$ cat src/ltt_defs.svh
// Constants for the lock end and transfer tracker.
// Operation
// - Tracker derives lock end from visible bus
// - Count every completed read in locked sequence
// - Lock end during write matching read count
// - Failed dual swap miscounts; accepted limitation
// - Straddling swap correct only if first dirty
// - Idle waits; address states for locked phases
// - Nonburst transfer holds in data state
// - Burst tracked through four data states
// - First data state shared; three more follow
// - Latches hold right after strobe edge
// - Grant loss tristates address after completion
// - Finish transfer or locked sequence before release
// - One idle clock between target cycles
// - Outward strobe delayed exactly one clock
// - Progress and strobe outputs are registered
// - Lock end output is registered
// - Fully synchronous machine, clocked outputs
// - Inhibited bursts are not tracked
// - Lock negated at completion returns idle
// - Retry on later burst transfers is error
// - Progress output released when bus relinquished
`ifndef LTT_DEFS_SVH
`define LTT_DEFS_SVH

`define LTT_DIR_READ 1'b1
`define LTT_SIZE_LINE 2'h3
`define LTT_CNT_STEP 1
`define LTT_CNT_WIDTH 3
`define LTT_CNT_MIN_WIDTH 2
`define LTT_ALE_RST 1'b1
`define LTT_FLAG_RST 1'b0

`endif

$ cat src/ltt_pkg.sv
// Types shared by the lock end and transfer tracker.
package ltt_pkg;

    typedef enum logic [2:0] {
        LTT_IDLE,
        LTT_DATA0,
        LTT_BURST1,
        LTT_BURST2,
        LTT_BURST3,
        LTT_LK_ADDR,
        LTT_LK_DATA
    } ltt_state_e;

endpackage : ltt_pkg

$ cat src/ltt_cnt_if.sv
// Carrier between the tracker sequencer and its transfer counter.
`timescale 1ns/1ps
interface ltt_cnt_if;
    logic clear;
    logic read_inc;
    logic write_inc;
    logic match_next;
    logic any_read;

    modport ctrl
    (
        output clear,
        output read_inc,
        output write_inc,
        input match_next,
        input any_read
    );

    modport cnt
    (
        input clear,
        input read_inc,
        input write_inc,
        output match_next,
        output any_read
    );
endinterface : ltt_cnt_if

$ cat src/ltt_counter.sv
// Read and write counter of a locked sequence.
`timescale 1ns/1ps
`include "ltt_defs.svh"
module ltt_counter #(
    parameter int CNT_W = `LTT_CNT_WIDTH
)
(
    // Clock and reset
    input wire logic mclk,
    input wire logic arst_n,
    // Sequencer side
    ltt_cnt_if.cnt cnt_if
);
    import ltt_pkg::*;

    localparam logic [CNT_W-1:0] STEP = CNT_W'(`LTT_CNT_STEP);

    logic [CNT_W-1:0] rd_count_reg;
    logic [CNT_W-1:0] wr_count_reg;

    // ************************************************************
    // Elaboration check
    // ************************************************************
    generate
        if (CNT_W < `LTT_CNT_MIN_WIDTH)
        begin : g_bad_width
            $error("ltt_counter: CNT_W too small");
        end
    endgenerate

    // ************************************************************
    // Counters
    // ************************************************************
    // Operands vary in size and alignment, so reads are counted.
    always_ff @(posedge mclk or negedge arst_n)
    begin
        if (!arst_n)
            rd_count_reg <= '0;
        else if (cnt_if.clear)
            rd_count_reg <= '0;
        else if (cnt_if.read_inc)
            rd_count_reg <= rd_count_reg + STEP;
    end

    always_ff @(posedge mclk or negedge arst_n)
    begin
        if (!arst_n)
            wr_count_reg <= '0;
        else if (cnt_if.clear)
            wr_count_reg <= '0;
        else if (cnt_if.write_inc)
            wr_count_reg <= wr_count_reg + STEP;
    end

    // The next write is the last one when its ordinal equals the reads.
    assign cnt_if.match_next = (wr_count_reg + STEP) == rd_count_reg;
    assign cnt_if.any_read = rd_count_reg != '0;
endmodule : ltt_counter

$ cat src/ltt_top.sv
// Sequencer that regenerates strobe, progress and lock end signals.
`timescale 1ns/1ps
`include "ltt_defs.svh"
module ltt_top #(
    parameter int CNT_W = `LTT_CNT_WIDTH
)
(
    // Clock and reset
    input wire logic MCLK,
    input wire logic ARST_N,
    // Processor side
    input wire logic PROC_RESET_N,
    input wire logic TRANSFER_START_STROBE_N,
    input wire logic CYCLE_ACKNOWLEDGE_N,
    input wire logic BUS_ERROR_N,
    input wire logic GRANT_INPUT_N,
    input wire logic READ_WRITE,
    input wire logic [1:0] SIZE,
    input wire logic LOCK_N,
    // Target board side
    output logic TRANSFER_START_STROBE_OUT_N,
    output logic LOCK_END_N,
    input wire logic TRANSFER_IN_PROGRESS_BIDIR_N_I,
    output logic TRANSFER_IN_PROGRESS_BIDIR_N_O,
    output logic TRANSFER_IN_PROGRESS_BIDIR_N_OE,
    // Address latch control
    output logic ADDRESS_LATCH_ENABLE,
    output logic ADDRESS_OUTPUT_ENABLE
);
    import ltt_pkg::*;

    ltt_state_e state_reg;
    ltt_state_e state_next;
    logic strobe_out_reg;
    logic tip_reg;
    logic locke_reg;
    logic locke_next;
    logic ale_reg;
    logic owned_reg;
    logic owned_next;
    logic pend_reg;
    logic cap_rd_reg;
    logic cap_lock_reg;
    logic cap_burst_reg;
    logic line_busy_reg;
    logic strobe;
    logic cur_rd;
    logic cur_lock;
    logic ack;
    logic err;
    logic lock;
    logic start;
    logic in_data;
    logic data_next;

    ltt_cnt_if cnt_if ();

    // ************************************************************
    // Decoding
    // ************************************************************
    // A data state is one in which a transfer is on the target bus.
    function automatic logic is_data(input ltt_state_e s);
        is_data = (s != LTT_IDLE) && (s != LTT_LK_ADDR);
    endfunction : is_data

    // A retry reaches us as acknowledge with error; it aborts too.
    assign strobe = !TRANSFER_START_STROBE_N;
    assign err = !BUS_ERROR_N;
    assign ack = !CYCLE_ACKNOWLEDGE_N && !err;
    assign lock = !LOCK_N;
    assign in_data = is_data(state_reg);
    assign data_next = is_data(state_next);
    // A strobe seen during the completing edge is kept pending so that
    // the target still gets the idle clock between cycles.
    assign start = (strobe || pend_reg) && owned_reg;
    assign cur_rd = strobe ? (READ_WRITE == `LTT_DIR_READ) : cap_rd_reg;
    assign cur_lock = strobe ? lock : cap_lock_reg;

    // ************************************************************
    // Sequencer
    // ************************************************************
    // Bursts cut short by inhibit are not followed; the processor is
    // expected to finish such a line with single transfers.
    always_comb
    begin
        state_next = state_reg;
        cnt_if.clear = 1'b0;
        cnt_if.read_inc = 1'b0;
        cnt_if.write_inc = 1'b0;
        if (!PROC_RESET_N)
        begin
            state_next = LTT_IDLE;
            cnt_if.clear = 1'b1;
        end
        else
        begin
            unique case (state_reg)
                LTT_IDLE:
                begin
                    if (start)
                        state_next = cur_lock ? LTT_LK_DATA : LTT_DATA0;
                end
                LTT_DATA0:
                begin
                    if (err)
                        state_next = LTT_IDLE;
                    else if (ack)
                        state_next = cap_burst_reg ? LTT_BURST1 : LTT_IDLE;
                end
                LTT_BURST1:
                begin
                    if (err)
                        state_next = LTT_IDLE;
                    else if (ack)
                        state_next = LTT_BURST2;
                end
                LTT_BURST2:
                begin
                    if (err)
                        state_next = LTT_IDLE;
                    else if (ack)
                        state_next = LTT_BURST3;
                end
                LTT_BURST3:
                begin
                    if (err || ack)
                        state_next = LTT_IDLE;
                end
                LTT_LK_ADDR:
                begin
                    if (!lock)
                    begin
                        state_next = LTT_IDLE;
                        cnt_if.clear = 1'b1;
                    end
                    else if (start)
                        state_next = LTT_LK_DATA;
                end
                LTT_LK_DATA:
                begin
                    if (err)
                    begin
                        state_next = LTT_IDLE;
                        cnt_if.clear = 1'b1;
                    end
                    else if (ack && !lock)
                    begin
                        state_next = LTT_IDLE;
                        cnt_if.clear = 1'b1;
                    end
                    else if (ack && cap_rd_reg)
                    begin
                        state_next = LTT_LK_ADDR;
                        cnt_if.read_inc = 1'b1;
                    end
                    else if (ack && (locke_reg || !cnt_if.any_read))
                    begin
                        state_next = LTT_IDLE;
                        cnt_if.clear = 1'b1;
                    end
                    else if (ack)
                    begin
                        state_next = LTT_LK_ADDR;
                        cnt_if.write_inc = 1'b1;
                    end
                end
                default:
                begin
                    state_next = LTT_IDLE;
                    cnt_if.clear = 1'b1;
                end
            endcase
        end
    end

    always_ff @(posedge MCLK or negedge ARST_N)
    begin
        if (!ARST_N)
            state_reg <= LTT_IDLE;
        else
            state_reg <= state_next;
    end

    ltt_counter #(
        .CNT_W(CNT_W)
    ) u_counter (
        .mclk(MCLK),
        .arst_n(ARST_N),
        .cnt_if(cnt_if.cnt)
    );

    // ************************************************************
    // Transfer attributes and pending strobe
    // ************************************************************
    always_ff @(posedge MCLK or negedge ARST_N)
    begin
        if (!ARST_N)
        begin
            cap_rd_reg <= `LTT_FLAG_RST;
            cap_lock_reg <= `LTT_FLAG_RST;
            cap_burst_reg <= `LTT_FLAG_RST;
        end
        else if (strobe)
        begin
            cap_rd_reg <= READ_WRITE == `LTT_DIR_READ;
            cap_lock_reg <= lock;
            cap_burst_reg <= (SIZE == `LTT_SIZE_LINE) && !lock;
        end
    end

    always_ff @(posedge MCLK or negedge ARST_N)
    begin
        if (!ARST_N)
            pend_reg <= `LTT_FLAG_RST;
        else if (!PROC_RESET_N || (data_next && !in_data))
            pend_reg <= `LTT_FLAG_RST;
        else if (strobe && in_data)
            pend_reg <= 1'b1;
    end

    // ************************************************************
    // Registered bus outputs
    // ************************************************************
    always_ff @(posedge MCLK or negedge ARST_N)
    begin
        if (!ARST_N)
            strobe_out_reg <= `LTT_FLAG_RST;
        else
            strobe_out_reg <= strobe;
    end

    always_ff @(posedge MCLK or negedge ARST_N)
    begin
        if (!ARST_N)
            tip_reg <= `LTT_FLAG_RST;
        else
            tip_reg <= data_next;
    end

    // The lock end rises with the matching write and falls with it.
    always_comb
    begin
        locke_next = 1'b0;
        if (state_next == LTT_LK_DATA && !cur_rd)
            locke_next = in_data ? locke_reg : cnt_if.match_next;
    end

    always_ff @(posedge MCLK or negedge ARST_N)
    begin
        if (!ARST_N)
            locke_reg <= `LTT_FLAG_RST;
        else
            locke_reg <= locke_next;
    end

    // Latches close right after the edge that samples the strobe and
    // stay closed until the transfer is done.
    always_ff @(posedge MCLK or negedge ARST_N)
    begin
        if (!ARST_N)
            ale_reg <= `LTT_ALE_RST;
        else
            ale_reg <= PROC_RESET_N && !strobe && !data_next && !start;
    end

    // The line is sampled only on rising edges; other drivers must be
    // settled by then.
    always_ff @(posedge MCLK or negedge ARST_N)
    begin
        if (!ARST_N)
            line_busy_reg <= `LTT_FLAG_RST;
        else
            line_busy_reg <= !TRANSFER_IN_PROGRESS_BIDIR_N_I;
    end

    // Ownership changes only between cycles and outside locked runs.
    always_comb
    begin
        owned_next = owned_reg;
        if (state_reg == LTT_IDLE && !pend_reg && !start)
            owned_next = !GRANT_INPUT_N && (owned_reg || !line_busy_reg);
    end

    always_ff @(posedge MCLK or negedge ARST_N)
    begin
        if (!ARST_N)
            owned_reg <= `LTT_FLAG_RST;
        else
            owned_reg <= owned_next;
    end

    assign TRANSFER_START_STROBE_OUT_N = !strobe_out_reg;
    assign LOCK_END_N = !locke_reg;
    assign TRANSFER_IN_PROGRESS_BIDIR_N_O = !tip_reg;
    assign TRANSFER_IN_PROGRESS_BIDIR_N_OE = owned_reg;
    assign ADDRESS_LATCH_ENABLE = ale_reg;
    assign ADDRESS_OUTPUT_ENABLE = owned_reg;
endmodule : ltt_top

$ cat config.mk
export PLATFORM = sky130hd
export DESIGN_NAME = ltt_top
export DESIGN_NICKNAME = d
export VERILOG_FILES = /design/src/ltt_pkg.sv /design/src/ltt_cnt_if.sv /design/src/ltt_counter.sv /design/src/ltt_top.sv
export VERILOG_INCLUDE_DIRS = /design/src
export SDC_FILE = /design/constraint.sdc
export NUM_CORES = 1
export LEC_CHECK = 0
export ABC_CLOCK_PERIOD_IN_PS = 2200
export BUFFER_PORTS_ARGS = -buffer_cell sky130_fd_sc_hd__buf_2
export CAP_MARGIN = 40
export CORE_ASPECT_RATIO = 1.25
export CORE_UTILIZATION = 55
export CTS_CLUSTER_DIAMETER = 60
export CTS_CLUSTER_SIZE = 16
export DETAILED_ROUTE_END_ITERATION = 6
export GPL_ROUTABILITY_DRIVEN = 1
export PLACE_DENSITY_LB_ADDON = 0.2
export SYNTH_ARGS = -nofsm -noshare
export SYNTH_HDL_FRONTEND = slang
export SYNTH_SLANG_ARGS = --single-unit
$ cat constraint.sdc
create_clock -name MCLK -period 2.2 [get_ports MCLK]
set_input_delay 0.44 -clock MCLK [delete_from_list [all_inputs] [get_ports MCLK]]
set_output_delay 0.44 -clock MCLK [all_outputs]
set_load 0.1 [all_outputs]
After elaboration in Yosys (flattened, before gate mapping)
Index checks and enable logic that the tools add are counted.
- bits in registers: 19
- input bits: 12
- output and inout bits: 6
- logic and storage cells: 122
- add/sub/neg operators: 2
- equal/unequal tests: 12
- muxes and demuxes: 48
- reduce and logical (&&, ||, !) cells: 47
- operators by type and width (kind ; number):
    $mux 3 ; 21
    $mux 1 ; 24
    $pmux 3 s7 ; 1
    $logic_and 1x1->1 ; 17
    $logic_not 1->1 ; 17
    $eq 3x3->1 const B ; 4
    $reduce_bool 3->1 ; 3
    $add 3x1->3 const B ; 2
    $eq 3x2->1 const B ; 2
    $ne 3x3->1 const B ; 2
    $reduce_bool 2->1 ; 3
    $logic_or 1x1->1 ; 5
    $reduce_or 5->1 ; 1
    $eq 3x1->1 const B ; 1
    $eq 3x3->1 ; 1
    $logic_not 3->1 ; 1
    $pmux 1 s3 ; 1
    $eq 2x2->1 const B ; 1
    $mux 2 ; 1
    $ne 2x2->1 const B ; 1

Logic depth before layout (Yosys ltp)
Gate-level depths: netlist of the first run.
- word-level depth: 15
- depth in mapped cells: 7
- depth with buffers taken out: 7

By module
A second synthesis of the first run with hierarchy kept.
- cell total of the unflattened synthesis: 123
- area total of the unflattened synthesis: 1147.4 sq um
- by module, submodules not included (module ; instances ; cells an instance ; area an instance (sq um) ; sequential area each (sq um)):
    ltt_top ; 1 ; 93 ; 797.0 ; 326.6
    ltt_counter ; 1 ; 30 ; 350.3 ; 150.1

Worst setup path after synthesis of the first run
Ideal clock, no wire load.
- kind: reg-to-reg
- start point: reg owned_reg, in the netlist ADDRESS_OUTPUT_ENABLE
- end point: reg tip_reg
- library setup time: 0.131 ns
- arrival time: 1.992 ns
- required time: 2.069 ns
- path slack: 0.077 ns
- stages on the path, launching flop included: 6
- buffers on the path: 0
- period minus slack after synthesis: 2.123 ns
- path through: dfrtp_1 nand4b_1 nand3_1 a221oi_2 a31o_2 or3_1
- word-level cells in the longest chain between the ends: 7
- elaborated cells on any way between the ends: 9
- those cells by class: 1 x eq/ne; 5 x mux; 3 x reduce/logical
- RTL lines (element ; line ; source):
    start: declaration ; ltt_top.sv:39 ; logic owned_reg;
    start signal: assignment ; ltt_top.sv:287 ; owned_reg <= `LTT_FLAG_RST;
    start signal: assignment ; ltt_top.sv:289 ; owned_reg <= owned_next;
    $logic_and 1x1->1 (*) ; ltt_top.sv:75 ; assign start = (strobe || pend_reg) && owned_reg;
    $mux 3 ; ltt_top.sv:136 ; else if (start)
    $mux 3 ; ltt_top.sv:131 ; if (!lock)
    $pmux 3 s7 (*) ; ltt_top.sv:97 ; unique case (state_reg)
    $mux 3 (*) ; ltt_top.sv:90 ; if (!PROC_RESET_N)
    named net state_next[1] ; ltt_top.sv:33 ; ltt_state_e state_next;
    $ne 3x3->1 / $reduce_bool 3->1 (equally long branches) ; ltt_top.sv:63 ; is_data = (s != LTT_IDLE) && (s != LTT_LK_ADDR);
    $logic_and 1x1->1 (*) ; ltt_top.sv:63 ;
    named net data_next ; ltt_top.sv:54 ; logic data_next;
    end signal: assignment ; ltt_top.sv:235 ; tip_reg <= `LTT_FLAG_RST;
    end signal: assignment ; ltt_top.sv:237 ; tip_reg <= data_next;
    end: declaration ; ltt_top.sv:35 ; logic tip_reg;
The timed path passes the listed nets; every way through them passes the cells marked *.
A chain may end at the register's enable or synchronous reset.

Worst setup path after layout of the first run
- start point: reg u_counter.rd_count_reg[0]
- end point: reg tip_reg
- word-level cells in the longest chain between the ends: 12
- elaborated cells on any way between the ends: 13
- those cells by class: 1 x eq/ne; 6 x mux; 6 x reduce/logical
- RTL lines (element ; line ; source):
    start: declaration ; ltt_counter.sv:18 ; logic [CNT_W-1:0] rd_count_reg;
    start signal: assignment ; ltt_counter.sv:42 ; rd_count_reg <= rd_count_reg + STEP;
    $reduce_bool 3->1 (*) ; ltt_counter.sv:57 ; assign cnt_if.any_read = rd_count_reg != '0;
    $logic_not 1->1 (*) ; ltt_top.sv:156 ; else if (ack && (locke_reg || !cnt_if.any_read))
    $logic_or 1x1->1 (*) ; ltt_top.sv:156 ;
    $logic_and 1x1->1 (*) ; ltt_top.sv:156 ;
    $mux 3 (*) ; ltt_top.sv:156 ;
    $mux 3 (*) ; ltt_top.sv:151 ; else if (ack && cap_rd_reg)
    $mux 3 (*) ; ltt_top.sv:146 ; else if (ack && !lock)
    $mux 3 (*) ; ltt_top.sv:141 ; if (err)
    $pmux 3 s7 (*) ; ltt_top.sv:97 ;
    $mux 3 (*) ; ltt_top.sv:90 ;
    $ne 3x3->1 / $reduce_bool 3->1 (equally long branches) ; ltt_top.sv:63 ;
    $logic_and 1x1->1 (*) ; ltt_top.sv:63 ;
    named net data_next ; ltt_top.sv:54 ;
Marked as above.

==> impl_metrics.json, run 1 <==
{
  "synth-simple-area-share_pct": 24.79,
  "placed_cells_incl_taps": 155,
  "io_buffers": 17,
  "avgViaCountPerCell": 5.862,
  "start_kind": "flop",
  "core_area_sq_mm": 0.002027,
  "hold_buffers": 0,
  "ios": 18,
  "synth_top_family_by_area": "simple AND/OR/NAND/NOR gates",
  "dpl_worst_slack_ps": 342.9,
  "finalSetupViolCount": 0,
  "violations": "design-rule violations",
  "reg2reg_from": "u_counter.rd_count_reg[0]",
  "dr.pass1.iters": 6,
  "fin_cells": 159,
  "grt_max_degree": 20,
  "grt_setup_unrepaired": "false",
  "final_common_cell": "dfrtp_1",
  "cts.repair.resized": 0,
  "synthMuxAreaShare_pct": 3.542,
  "cap_violations": 0,
  "crit_start": "u_counter.rd_count_reg[0]",
  "tightest_slew_ps": 488.4,
  "cp-end-kind": "flop",
  "status": "complete, but fails checks",
  "cts_buffer_depth": 2,
  "drt_first_iter_violations": 22,
  "detail_route.wl_per_cell_um": 15.72,
  "postRouteAntennaNets": 0,
  "die_height_um": 54.25,
  "dp_hpwl_um": 1920,
  "synth_compound_area_share_pct": 14.58,
  "dieArea_sq_mm": 0.002376,
  "cts.sinks": 19,
  "synth_xor_area_share_pct": 5.833,
  "switching_power_mw": 0.6303,
  "diodes": 0,
  "yosysWarningCount": 0,
  "yosys.area_share.adder_pct": 3.958,
  "worstSetupPathType": "reg2reg",
  "cp_max_fo": 3,
  "syn2layout_area_growth_pct": 7.812,
  "initial_core_util_pct": 59.26,
  "p_leak_nw": 0.6176,
  "hold_path.class": "in2async",
  "slew_headroom_pct": 67.67,
  "period_minus_slack_ps": 1886,
  "cts_tree": "done",
  "post_cts_buffers": 0,
  "tns_ps": 0,
  "synth_cell_types": 48,
  "clockPowerShare_pct": 14.3,
  "fmaxAchievable_ghz": 0.5303,
  "stdcell_area_sq_mm": 0.001295,
  "sequentialPowerShare_pct": 38.5,
  "wl_um": 2500,
  "synth_cells": 123,
  "grt_use_total_pct": 24.38,
  "synth_edf_count": 0,
  "antenna_found_initial": 0,
  "p_int_mw": 0.6517,
  "seq_area_frac_synth_pct": 39.69,
  "nets": 155,
  "worstPathRequired_ps": 2390,
  "insertion_delay_ps": 300,
  "drc": 2,
  "fin_ws_ps": 314.3,
  "syn_area_per_cell_sq_um": 9.765,
  "syn_area_sq_mm": 0.001201,
  "htreeDepth": 1,
  "synth_ff_type": "dfrtp_1",
  "mostFrequentLayoutCells": "dfrtp_1 (18), buf_2 (17), inv_1 (12)",
  "die_width_um": 43.80,
  "swShare_pct": 49.17,
  "finalCritPeriodShare_pct": 85.71,
  "cts_buffers": 3,
  "hold_viol_final": 0,
  "async_flop_share_pct": 100.0,
  "syn-num-nets": 138,
  "cts-root-buf": "clkbuf_4",
  "grt_remaining_overflow": 0,
  "skew_ps": 2.450,
  "rows": 18,
  "worstPathArrival_ps": 2080,
  "ir_drop_mv": 0.5953,
  "final.hold.worst_slack_ps": 58.16,
  "power_frac_comb_pct": 47.2,
  "grt_pass1_wl_um": 4160,
  "drv_slew": 0,
  "clk_pin_slew_ps": 120,
  "dpl_cell_area_sq_mm": 0.001265,
  "ys_seq_elements": 19,
  "power.density_mw_per_mm2": 989.9,
  "num_vias": 932,
  "place_congestion": 0.9525,
  "drive_above_1_share_pct": 24.46,
  "grt_pass1_vias": 935
}
path summary, 6_finish.rpt:
path	end	slack, ps	depth (start not counted)
max	tip_reg	310	7
min	cap_burst_reg	60	1
max reg2reg	tip_reg	310	7
min reg2reg	cap_lock_reg	510	1
max in group asynchronous	ADDRESS_LATCH_ENABLE	1810	1
min in group MCLK	line_busy_reg	260	2
cell type report:
class | instances | area, sq um
Timing Repair Buffer | 17 | 85.08
Sequential cell | 19 | 476.7
Clock inverter | 1 | 7.507
Fill cell | 200 | 732.0
Tap cell | 20 | 25.02
Inverter | 12 | 45.04
Multi-Input combinational cell | 87 | 633.1
Clock buffer | 3 | 22.52
Yosys cell counts (all sizes together) (2+ instances only):
cell | number | area share (%)
nand4 | 2 | 1.0
nor2b | 5 | 3.2
nor2 | 5 | 1.6
or3 | 2 | 1.5
o21ai | 5 | 2.1
xor2 | 3 | 2.2
xnor2 | 5 | 3.6
nor4 | 2 | 1.6
mux2i | 2 | 1.7
dfrtp | 18 | 37
nand3 | 6 | 2.5
nor3b | 2 | 1.7
o41ai | 2 | 2.1
and3b | 2 | 1.6
a21o | 3 | 1.9
buf | 5 | 3.9
nand2b | 2 | 1.0
inv | 12 | 3.7
mux2 | 2 | 1.9
nor3 | 7 | 2.9
a21oi | 4 | 1.7
nand2 | 8 | 2.5
ha | 3 | 3.1
metrics by stage:
step                      util (%)  total power [mW]
final                        63.89             1.282
after global placement       62.41             1.097
after global routing         63.89             1.359
after floorplan                  -             1.012
after CTS                    63.89             1.294
after detailed placement     62.41             1.110
cells by family after synthesis:
| group | after synthesis |
|---|---|
| AOI/OAI and AO/OA | 23 |
| muxes | 4 |
| DFF | 19 |
| and+or+nand+nor | 48 |
| adders and majority gates | 4 |
| xor gates and xnor gates | 8 |
| buffers and inverters | 17 |
worst max-delay path, cell delays in order, from the launching register on:
cell     delay, ps
dfrtp_1        430
inv_1          100
ha_1           140
nor2b_1        180
o21ai_0        160
nor2b_1        180
o211a_1        250
or3_1          340
power groups by stage:
stage                     Sequential, mW  Clock (mW)  Combinational (mW)
after floorplan                    0.535           0               0.476
after global placement             0.496           0               0.601
after detailed placement           0.501           0               0.609
after CTS                          0.493       0.190               0.611
after global routing               0.505       0.206               0.648
final                              0.493       0.183               0.605
metal layers:
metal | vias up | share of wire (%) | GRT usage, %
met5 | - | 0 | 0
met4 | 0 | 1.0 | 8.854
met3 | 2 | 2.8 | 1.980
met2 | 14 | 52 | 45.27
met1 | 449 | 44 | 29.40
li1 | 467 | - | -
(Power assumes the default switching activity.)
==> run 2, diff against run 1 <==
--- a/config.mk
+++ b/config.mk
@@ -6,16 +6,18 @@
 export SDC_FILE = /design/constraint.sdc
 export NUM_CORES = 1
 export LEC_CHECK = 0
+export ABC_AREA = 1
 export ABC_CLOCK_PERIOD_IN_PS = 2200
 export BUFFER_PORTS_ARGS = -buffer_cell sky130_fd_sc_hd__buf_2
 export CAP_MARGIN = 40
 export CORE_ASPECT_RATIO = 1.25
-export CORE_UTILIZATION = 55
+export CORE_UTILIZATION = 35
 export CTS_CLUSTER_DIAMETER = 60
 export CTS_CLUSTER_SIZE = 16
 export DETAILED_ROUTE_END_ITERATION = 6
 export GPL_ROUTABILITY_DRIVEN = 1
 export PLACE_DENSITY_LB_ADDON = 0.2
+export SLEW_MARGIN = 10
 export SYNTH_ARGS = -nofsm -noshare
 export SYNTH_HDL_FRONTEND = slang
 export SYNTH_SLANG_ARGS = --single-unit
==> impl_metrics.json, run 2 <==
{
  "cap_violations": 0,
  "finalSetupViolCount": 0,
  "grt_pass1_wl_um": 4409,
  "antenna_found_initial": 0,
  "cp_max_fo": 1,
  "stdcell_area_sq_mm": 0.001366,
  "seq_area_frac_synth_pct": 39.85,
  "avgViaCountPerCell": 4.844,
  "tns_ps": 0,
  "grt_pass1_vias": 1069,
  "cts.sinks": 19,
  "syn-num-nets": 182,
  "synth_cells": 167,
  "switching_power_mw": 0.5689,
  "cp-end-kind": "output port",
  "io_buffers": 17,
  "grt_remaining_overflow": 0,
  "dpl_cell_area_sq_mm": 0.001320,
  "dr.pass1.iters": 4,
  "met3_usage_pct": 2.252,
  "slowest_delay_ps": 510,
  "detail_route.wl_per_cell_um": 11.41,
  "synth_ff_type": "dfrtp_1",
  "synth.most_common_cell": "nand2_1",
  "num_vias": 1085,
  "place_congestion": 0.8113,
  "cts_buffer_depth": 2,
  "p_int_mw": 0.6365,
  "swShare_pct": 47.19,
  "hold_path.class": "in2async",
  "grt_use_total_pct": 16.64,
  "rows": 23,
  "use_met1_pct": 19.72,
  "syn_area_per_cell_sq_um": 7.163,
  "post_cts_buffers": 0,
  "cts.repair.resized": 0,
  "synth_cell_types": 24,
  "drv_slew": 0,
  "final_common_cell": "nand2_1",
  "ys_seq_elements": 19,
  "mostFrequentLayoutCells": "nand2_1 (47), inv_1 (23), dfrtp_1 (18)",
  "diodes": 0,
  "worstPathRequired_ps": 1760,
  "worstPathArrival_ps": 1180,
  "cts_buffers": 3,
  "nFillCells": 350,
  "busiest_layer": "met2",
  "ir_drop_mv": 0.5711,
  "yosysTopAreaCell": "dfrtp_1",
  "cp_cell_sequence": "buf_2",
  "wl_um": 2555,
  "grt_setup_unrepaired": "false",
  "yosysWarningCount": 0,
  "drt_first_iter_violations": 25,
  "hold_buffers": 0,
  "cp_slowest_cell": "dfstp_2",
  "cts_tree": "done",
  "p_leak_nw": 0.7560,
  "die_width_um": 54.29,
  "grt_max_degree": 20,
  "synth_commonest_cells": "nand2_1 (47), inv_1 (23), dfrtp_1 (18), nand3_1 (15), nor2_1 (14)",
  "skew_ps": 1.255,
  "ios": 18,
  "insertion_delay_ps": 250,
  "tightest_slew_ps": 486.6,
  "clk_pin_slew_ps": 70,
  "finalCritPeriodShare_pct": 73.57,
  "synth_edf_count": 0,
  "fmaxAchievable_ghz": 0.6178,
  "slew_headroom_pct": 67.78,
  "dp_hpwl_um": 2085,
  "core_area_sq_mm": 0.003223,
  "path_buf_inv": 1,
  "syn2layout_area_growth_pct": 14.23,
  "clockPowerShare_pct": 20.0,
  "nets": 203,
  "sequentialPowerShare_pct": 36.1,
  "htreeDepth": 1,
  "status": "finished, final reports clean",
  "critPathTopFamily": "flip-flops",
  "p_total_mw": 1.205,
  "initial_core_util_pct": 37.11,
  "drc": 0,
  "power.density_mw_per_mm2": 882.2,
  "final.hold.worst_slack_ps": 119.6,
  "hold_viol_final": 0,
  "period_minus_slack_ps": 1619,
  "worstSetupPathType": "reg2out",
  "start_kind": "flop",
  "die_height_um": 67.36,
  "grtUsageMet2_pct": 29.27,
  "async_flop_share_pct": 100.0,
  "power_frac_comb_pct": 43.9,
  "dieArea_sq_mm": 0.003657,
  "drive_above_1_share_pct": 22.46,
  "cts-root-buf": "clkbuf_8",
  "syn_area_sq_mm": 0.001196,
  "synth.area.top_cells": "dfrtp_1 (38%), nand2_1 (15%), inv_1 (7.2%)",
  "postRouteAntennaNets": 0,
  "synth_top_area_share_pct": 37.66
}
run 2: changes by cell type in the layout (fill, tap and decap cells not counted), moves of 5 or more:
cell / before / now
nor2_1: 5 / 14
nand2_2: 0 / 7
inv_1: 12 / 23
inv_2: 0 / 6
nand2_1: 8 / 47
nand3_1: 6 / 15
a21oi_1: 4 / 9
run 2: metrics by stage:
stage	util, %	instances	worst slack, ps
after floorplan	-	167	246.4
after global placement	40.96	220	608.4
after detailed placement	40.96	220	574.7
after CTS	42.39	224	569.5
after global routing	42.39	224	384.2
final	42.39	224	581.4
run 2: per-layer routing:
metal	up-vias	part of all wire, %
met1	504	44
li1	561	-
met3	6	1.8
met5	-	0
met2	14	52
met4	0	2.2
run 2: area by class of cell:
cell class                      instances  area (sq um)  share of cell area, %
Clock buffer                            3         41.29                  3.022
Inverter                               29         108.9                  7.967
Sequential cell                        19         476.7                  34.89
Timing Repair Buffer                   17         85.08                  6.227
Multi-Input combinational cell        118         603.1                  44.14
Tap cell                               37         46.29                  3.388
Clock inverter                          1         5.005                 0.3663
run 2: worst paths after layout:
path,slack (ps),startpoint,cells after the start,endpoint
min,120,ARST_N,1,state_reg[2]
min reg2reg,500,cap_burst_reg,2,cap_burst_reg
min in group MCLK,320,TRANSFER_IN_PROGRESS_BIDIR_N_I,2,line_busy_reg
max reg2reg,630,state_reg[0],9,locke_reg
max,580,ADDRESS_LATCH_ENABLE,1,ADDRESS_LATCH_ENABLE
max in group asynchronous,1750,ARST_N,1,ADDRESS_LATCH_ENABLE
run 2: cell families after synthesis:
logic type | synth area share, %
and+or+nand+nor | 36.09
buffers and inverters | 9.728
DFF | 39.85
AOI/OAI and AO/OA | 6.798
xor gates and xnor gates | 4.393
adders and majority gates | 3.138
run 2: power groups by stage:
stage                     combinational, mW  sequential [mW]  clock (mW)
after global routing                  0.589            0.441       0.266
after global placement                0.530            0.442           0
final                                 0.529            0.435       0.241
after detailed placement              0.531            0.443           0
after CTS                             0.534            0.436       0.255
after floorplan                       0.360            0.518           0
